File: src/core/av_presence_irq_pkg.sv
/*
 * Constants and carrier types of the audio/video presence interrupt block.
 * Assumes a single 100 MHz clock and an active-low asynchronous reset.
 */
//
// Overview of operation
// - The pin requests only while pin enable bit 5 is 1; it resets to 0.
// - Edge bit 4 picks a falling (0) or rising (1) request held till cleared.
// - Audio event mode bits 3-2 pick none, appear, disappear or both, reset 3.
// - Video event mode bits 1-0 pick none, appear, disappear or both, reset 3.
// - Mask bits 0-3 gate video inputs 1-4, bits 4-7 audio 1-4; reset FFh.
// - A cleared enable bit stops status updates and requests of its input.
// - Aux control bit 0 gates the fifth audio input, reset 0 meaning disabled.
// - Status holds one activated bit per input in mask order; reset 00h.
// - A status bit is set only for events picked by the matching mode field.
// - The fifth audio state is bit 0 of its own status register, reset 0.
// - A 7-bit part id spans two locations above a 3-bit revision; the high one also holds 3 writable test bits.
// - Audio is present above threshold; method resets to differential.
// - Audio inputs 1-4 have a five-bit threshold with its top bit held apart; input 5 keeps all five bits together.
package av_presence_irq_pkg;

    // ********************************************************
    // register offsets
    // ********************************************************
    localparam logic [7:0] ADDR_THR_MSB   = 8'hE1;
    localparam logic [7:0] ADDR_THR_12    = 8'hE2;
    localparam logic [7:0] ADDR_THR_34    = 8'hE3;
    localparam logic [7:0] ADDR_THR_5     = 8'hE4;
    localparam logic [7:0] ADDR_IRQ_CTL   = 8'hFB;
    localparam logic [7:0] ADDR_AUX_CTL   = 8'h73;
    localparam logic [7:0] ADDR_STAT5     = 8'h74;
    localparam logic [7:0] ADDR_MASK      = 8'hFC;
    localparam logic [7:0] ADDR_STATUS    = 8'hFD;
    localparam logic [7:0] ADDR_ID_HIGH   = 8'hFE;
    localparam logic [7:0] ADDR_ID_LOW    = 8'hFF;

    // ********************************************************
    // field positions
    // ********************************************************
    localparam int IRQ_ENA_BIT   = 5;
    localparam int IRQ_EDGE_BIT  = 4;
    localparam int METHOD_BIT    = 7;
    localparam int AUX_FORM_BIT  = 2;
    localparam int AUX_PTEST_BIT = 1;
    localparam int AUX_EN5_BIT   = 0;

    // ********************************************************
    // reset values
    // ********************************************************
    localparam logic [5:0] IRQ_CTL_RST = 6'h0F;
    localparam logic [7:0] MASK_RST    = 8'hFF;
    localparam logic [7:0] STATUS_RST  = 8'h00;
    localparam logic [2:0] AUX_RST     = 3'h0;
    localparam logic [4:0] THR_RST     = 5'h03;
    localparam logic [2:0] FILT_RST    = 3'h7;
    localparam logic       METHOD_RST  = 1'b1;

    typedef logic [4:0] level_type;

    // presence inputs from the analog detectors
    typedef struct packed {
        logic [3:0]           video;
        logic [4:0][4:0]      abs_amp;
        logic [4:0][4:0]      diff_amp;
    } detect_in_type;

    // register port request
    typedef struct packed {
        logic       wr;
        logic       rd;
        logic [7:0] addr;
        logic [7:0] wdata;
    } reg_req_type;

endpackage

File: src/core/av_presence_irq_ctrl.sv
/*
 * Presence event collector with mask, status and one interrupt pin,
 * plus identifier registers. Assumes detector inputs and register
 * requests come from logic on the same clock.
 */
`timescale 1ns/1ps
module av_presence_irq_ctrl #(
    parameter logic [6:0] PART_ID  = 7'h2A,  // arbitrary value
    parameter logic [2:0] REVISION = 3'h5    // arbitrary value
) (
    // clock and reset
    input  wire logic                               clk_i,
    input  wire logic                               resetn_i,
    // detector inputs
    input  wire av_presence_irq_pkg::detect_in_type det_i,
    // register port
    input  wire av_presence_irq_pkg::reg_req_type   req_i,
    output logic [7:0]                              rdata_o,
    // interrupt pin
    output logic                                    irq_o
);
    import av_presence_irq_pkg::*;

    typedef struct packed {
        logic [5:0]      ctl;
        logic [7:0]      mask;
        logic [2:0]      aux;
        logic [7:0]      status;
        logic            stat5;
        logic [2:0]      test;
        logic            method;
        logic [2:0]      filt;
        logic [4:0][4:0] thr;
        logic [3:0]      v_prev;
        logic [4:0]      a_prev;
        logic [7:0]      rdata;
        logic            irq;
    } state_type;

    state_type state_reg;
    state_type state_next;
    logic [4:0] audio_now;
    logic [8:0] rise;
    logic [8:0] fall;
    logic [8:0] ev;
    logic       pending;

    // edge events picked by a two-bit mode: bit0 appear, bit1 disappear
    function automatic logic pick(input logic [1:0] mode, input logic r,
                                  input logic f);
        pick = (mode[0] & r) | (mode[1] & f);
    endfunction

    // ********************************************************
    // read decode
    // ********************************************************
    function automatic logic [7:0] read_mux(input state_type s,
                                            input logic [7:0] a);
        logic [7:0] t;
        t = 8'h00;
        case (a)
            ADDR_IRQ_CTL: t = {2'b00, s.ctl};
            ADDR_MASK:    t = s.mask;
            ADDR_STATUS:  t = s.status;
            ADDR_AUX_CTL: t = {5'b00000, s.aux};
            ADDR_STAT5:   t = {7'b0000000, s.stat5};
            ADDR_ID_HIGH: t = {PART_ID[6:5], 3'b000, s.test};
            ADDR_ID_LOW:  t = {PART_ID[4:0], REVISION};
            ADDR_THR_MSB: t = {s.method, s.filt, s.thr[3][4], s.thr[2][4],
                               s.thr[1][4], s.thr[0][4]};
            ADDR_THR_12:  t = {s.thr[1][3:0], s.thr[0][3:0]};
            ADDR_THR_34:  t = {s.thr[3][3:0], s.thr[2][3:0]};
            ADDR_THR_5:   t = {3'b000, s.thr[4]};
            default:      t = 8'h00;   // unmapped reads as zero
        endcase
        return t;
    endfunction

    // ********************************************************
    // presence detection and edges
    // ********************************************************
    // absolute or differential amplitude against each threshold
    always_comb begin
        for (int i = 0; i < 5; i++) begin
            audio_now[i] = (state_reg.method ? det_i.diff_amp[i]
                                             : det_i.abs_amp[i])
                           > state_reg.thr[i];
        end
    end

    assign rise = {audio_now & ~state_reg.a_prev,
                   det_i.video & ~state_reg.v_prev};
    assign fall = {~audio_now & state_reg.a_prev,
                   ~det_i.video & state_reg.v_prev};

    // per-input event, gated by its own enable
    always_comb begin
        for (int i = 0; i < 9; i++) begin
            if (i < 4) begin
                ev[i] = pick(state_reg.ctl[1:0], rise[i], fall[i]);
            end else begin
                ev[i] = pick(state_reg.ctl[3:2], rise[i], fall[i]);
            end
        end
        ev[7:0] = ev[7:0] & state_reg.mask;
        ev[8]   = ev[8] & state_reg.aux[AUX_EN5_BIT];
    end

    // only enabled, activated bits hold the pin
    assign pending = |(state_reg.status & state_reg.mask)
                   | (state_reg.stat5 & state_reg.aux[AUX_EN5_BIT]);

    // ********************************************************
    // next state
    // ********************************************************
    always_comb begin
        state_next = state_reg;
        state_next.v_prev = det_i.video;
        state_next.a_prev = audio_now;
        if (req_i.rd) begin
            state_next.rdata = read_mux(state_reg, req_i.addr);
        end
        if (req_i.wr) begin
            case (req_i.addr)
                ADDR_IRQ_CTL: state_next.ctl = req_i.wdata[5:0];
                ADDR_MASK:    state_next.mask = req_i.wdata;
                ADDR_AUX_CTL: state_next.aux = req_i.wdata[2:0];
                ADDR_STATUS:  state_next.status = state_reg.status
                                                  & ~req_i.wdata;
                ADDR_STAT5:   state_next.stat5 = state_reg.stat5
                                                 & ~req_i.wdata[0];
                ADDR_ID_HIGH: state_next.test = req_i.wdata[2:0];
                ADDR_THR_MSB: begin
                    state_next.method = req_i.wdata[METHOD_BIT];
                    state_next.filt   = req_i.wdata[6:4];
                    for (int i = 0; i < 4; i++) begin
                        state_next.thr[i][4] = req_i.wdata[i];
                    end
                end
                ADDR_THR_12: begin
                    state_next.thr[0][3:0] = req_i.wdata[3:0];
                    state_next.thr[1][3:0] = req_i.wdata[7:4];
                end
                ADDR_THR_34: begin
                    state_next.thr[2][3:0] = req_i.wdata[3:0];
                    state_next.thr[3][3:0] = req_i.wdata[7:4];
                end
                ADDR_THR_5:   state_next.thr[4] = req_i.wdata[4:0];
                default:      state_next.ctl = state_reg.ctl;
            endcase
        end
        // set after clear so a same-cycle event is never lost
        state_next.status = state_next.status | ev[7:0];
        state_next.stat5  = state_next.stat5 | ev[8];
        // pin level: requesting level chosen by edge select
        state_next.irq = (state_reg.ctl[IRQ_ENA_BIT] & pending)
                         ~^ state_reg.ctl[IRQ_EDGE_BIT];
    end

    // ********************************************************
    // state register
    // ********************************************************
    always_ff @(posedge clk_i or negedge resetn_i) begin
        if (!resetn_i) begin
            state_reg        <= '0;
            state_reg.ctl    <= IRQ_CTL_RST;
            state_reg.mask   <= MASK_RST;
            state_reg.status <= STATUS_RST;
            state_reg.aux    <= AUX_RST;
            state_reg.method <= METHOD_RST;
            state_reg.filt   <= FILT_RST;
            state_reg.thr    <= {5{THR_RST}};
            state_reg.irq    <= 1'b1;   // idle high while edge select is 0
        end else begin
            state_reg <= state_next;
        end
    end

    assign rdata_o = state_reg.rdata;
    assign irq_o   = state_reg.irq;
endmodule

File: config.mk
export PLATFORM = sky130hd
export DESIGN_NAME = av_presence_irq_ctrl
export DESIGN_NICKNAME = d
export VERILOG_FILES = /design/src/core/av_presence_irq_pkg.sv /design/src/core/av_presence_irq_ctrl.sv
export SDC_FILE = /design/constraint.sdc
export NUM_CORES = 1
export LEC_CHECK = 0
export ABC_AREA = 1
export BUFFER_PORTS_ARGS = -buffer_cell sky130_fd_sc_hd__buf_4
export CAP_MARGIN = 10
export CORE_MARGIN = 10
export CORE_UTILIZATION = 35
export CTS_BUF_LIST = sky130_fd_sc_hd__clkbuf_16
export DETAILED_ROUTE_END_ITERATION = 8
export HOLD_SLACK_MARGIN = 0.08
export PLACE_DENSITY_LB_ADDON = 0.12
export SETUP_SLACK_MARGIN = 0.2
export SKIP_LAST_GASP = 1
export SLEW_MARGIN = 20
export SYNTH_ARGS = -nofsm -noshare
export SYNTH_HDL_FRONTEND = slang
export SYNTH_SLANG_ARGS = --single-unit
File: constraint.sdc
create_clock -name clk_i -period 3.15 [get_ports clk_i]
set_clock_uncertainty 0.05 [all_clocks]
set_input_delay 0.315 -clock clk_i [delete_from_list [all_inputs] [get_ports clk_i]]
set_output_delay 0.315 -clock clk_i [all_outputs]
set_load 0.005 [all_outputs]
==> results.txt <==
final hold vios - 0
number of setup violations in the final report - 0
complex-gate fraction of the synthesized area - 10.6%
proportion of synthesized flip-flops having asynchronous set or reset - 100%
cell taking the most area after synthesis - dfrtp_1
final routed wire length divided by cell count - 16.0 µm
number of max-slew violations in the final report - 0
Yosys cell types - 29
Routed Wire Length - 13900 µm
antenna fix cells - 0
count of flip-flops with a built-in enable after synthesis - 0
number of flip-flops under the largest register name - 67
dominant cells by area after synthesis - dfrtp_1 26%, dfstp_2 15%, nand2_1 13%
post-synthesis instance total - 611
setup tns final - 0 ns
IR drop worst, VDD - 294 µV
number of vias after detailed routing - 4201
pwr dens - 438 nW/µm²
Worst Path Class, Setup - reg -> reg
most frequent cell after synthesis - nand2_1
crit path launch type - flip-flop
worst reg-to-reg path cell count - 10
number of remaining DRC errors - 0
IO Port Bufs - 82
Worst-path clk slew - 0.07 ns
clock buffer depth - 2
clock buffer count from CTS - 9
DPL Wire Length - 10500 µm
Leak - 0.00276 µW
top cell type's share of synthesized area - 25.8%
largest fanout on the critical path - 27
Filler Cells Inserted - 1340
Horiz. Die Dim - 137 µm
worst hold-check path type - in -> reg
effective utilization at floorplan - 35.8%
number of antenna violations at the first check in global routing - 0
violation count after the first detailed-routing iteration - 253
Synth Net Count - 710
post-synthesis instance area - 4760 µm²
DIE AREA - 18700 µm²
height of the chip - 137 µm
sequential fraction of the synthesis area - 40.7%
maximum number of pins on one net before global-route repair - 77
Post-CTS Setup Inserts - 0
dominant combinational cell family by area after synthesis - simple AND/OR/NAND/NOR gates
Setup crit end kind - flip-flop
area share of xor/xnor cells in the synthesized design - 0%
CTS resizes - 0
remaining antenna violation count after routing - 0
max capacitance violation total - 0
run status - finished clean
required time of the critical path - 3.37 ns
most used flip-flop cell after synthesis - dfrtp_1
Std-Cell Rows - 42
mux contribution to synthesized area - 5.78%
final worst-path cycle share - 78.3%
Routability Congestion - 0.921
TritonRoute pass-1 iters - 4
global-route total usage across every layer - 15.5%
net count reported at finish - 784
share of synthesized cell area in and, or, nand and nor gates - 26.3%
number of vias per cell - 4.85
Synth Register Bits - 76
clock period minus worst slack - 2.47 ns
slew at the pin closest to its max-slew limit - 0.702 ns
Area growth syn-to-layout - 21.8%
Synthesis Warnings - 0
via count of the first global-routing pass - 4348
mean post-synth cell area - 7.79 µm²
CTS HTree Levels - 3
Slew headroom - 53.2%
Overall Power - 2540 µW
most used standard cells in the synthesized netlist - 168 x nand2_1, 78 x inv_1, 61 x nand3_1
Clock Latency Late Sink - 0.34 ns
WP data arrival - 2.69 ns
first-pass GRT wire length - 22700 µm
fmax - 405 MHz
root buffer cell - clkbuf_16
total core area - 13300 µm²
hold depth - 3
proportion of layout cells with a drive suffix above 1 - 24.6%
Top-Level Pins - 83
remaining global-route overflow - 0
setup repair after global routing missed its margin - false
synthesized-area fraction occupied by adder cells - 6.57%
hold buffer count at cts - 4
CTS tree - done
TritonCTS Sinks - 76
==> placed cells by master (no fill, tap or decap), drive strengths merged, types with 2 or more instances in the layout <==
cell / synthesis / layout
bufinv: 0 / 2
nor3: 7 / 7
dfstp: 27 / 27
a21boi: 4 / 4
nand3: 64 / 64
dlygate4sd3: 0 / 5
mux2i: 5 / 5
o32ai: 3 / 3
dfrtp: 49 / 49
nand2: 177 / 177
a21oi: 12 / 12
inv: 83 / 85
o21ai: 66 / 66
nor2: 37 / 37
buf: 23 / 82
o21bai: 5 / 5
clkbuf: 1 / 9
clkinv: 0 / 3
ha: 25 / 25
mux2: 20 / 20
==> metal layers <==
metal  vias to the layer above  global-route usage [%]  routed length (µm)
met5                         -                       0                   0
met4                         0                    5.98                 318
met3                        28                    3.30                 956
met2                       121                    24.9                6420
met1                      1921                    19.8                6190
li1                       2131                       -                   -
==> worst paths after layout <==
kind,from,endpoint,slack [ns]
setup / recovery,state_reg[46],state_reg[50],0.68
hold reg to reg,state_reg[24],state_reg[24],0.42
max in group asynchronous,resetn_i,state_reg[61],2.04
min in group asynchronous,resetn_i,state_reg[16],0.52
hold / removal,req_i[16],rdata_o[5],0.19
setup reg to reg,state_reg[46],state_reg[50],0.68
==> logic make-up (layout without fill, tap and decap cells) <==
family	after synthesis	in the layout
buffers and inverters	107	186
multiplexers	25	25
AO/OA/AOI/OAI	93	93
adder cells (fa/ha/maj)	25	25
AND/OR/NAND/NOR	285	285
flip-flops	76	76
==> power breakdown <==
group | internal [µW] | switching (µW) | total [µW]
clock network | 693 | 429 | 1120
registers | 1040 | 52.7 | 1090
logic | 152 | 170 | 323
total | 1890 | 652 | 2540
==> metrics by stage <==
step                      cell area [µm²]  instances  util [%]  hold slack (ns)  worst slack [ns]
after floorplan                      4760        611         -          -0.0306             0.915
after global placement               5430        845      40.8            0.394             0.686
final                                5800        866      43.6            0.193             0.683
after CTS                            5790        865      43.5            0.137             0.646
after global routing                 5800        866      43.6            0.204             0.504
after detailed placement             5430        845      40.8            0.395             0.666
==> cell type report <==
class                      count  area (µm²)  area share [%]
clock inverter                 7        91.3            1.57
clock buffer                   9         225            3.88
sequential                    76        1940            33.4
inverter                      83         312            5.37
timing repair buffer          87         669            11.5
multi-input combinational    428        2350            40.5
tap                          176         220            3.80
==> worst max-delay path, cell delays in order (launching register included) <==
cell and delay, ns:
dfstp_2 0.95, mux2_2 0.41, ha_1 0.29, nand2_1 0.07
nor2_1 0.15, nand2_1 0.07, nand3_1 0.10, nand2_1 0.08
nand2_1 0.06, nand3_1 0.09, nand2_1 0.08
Note: power is estimated with default switching activity, not from simulation.
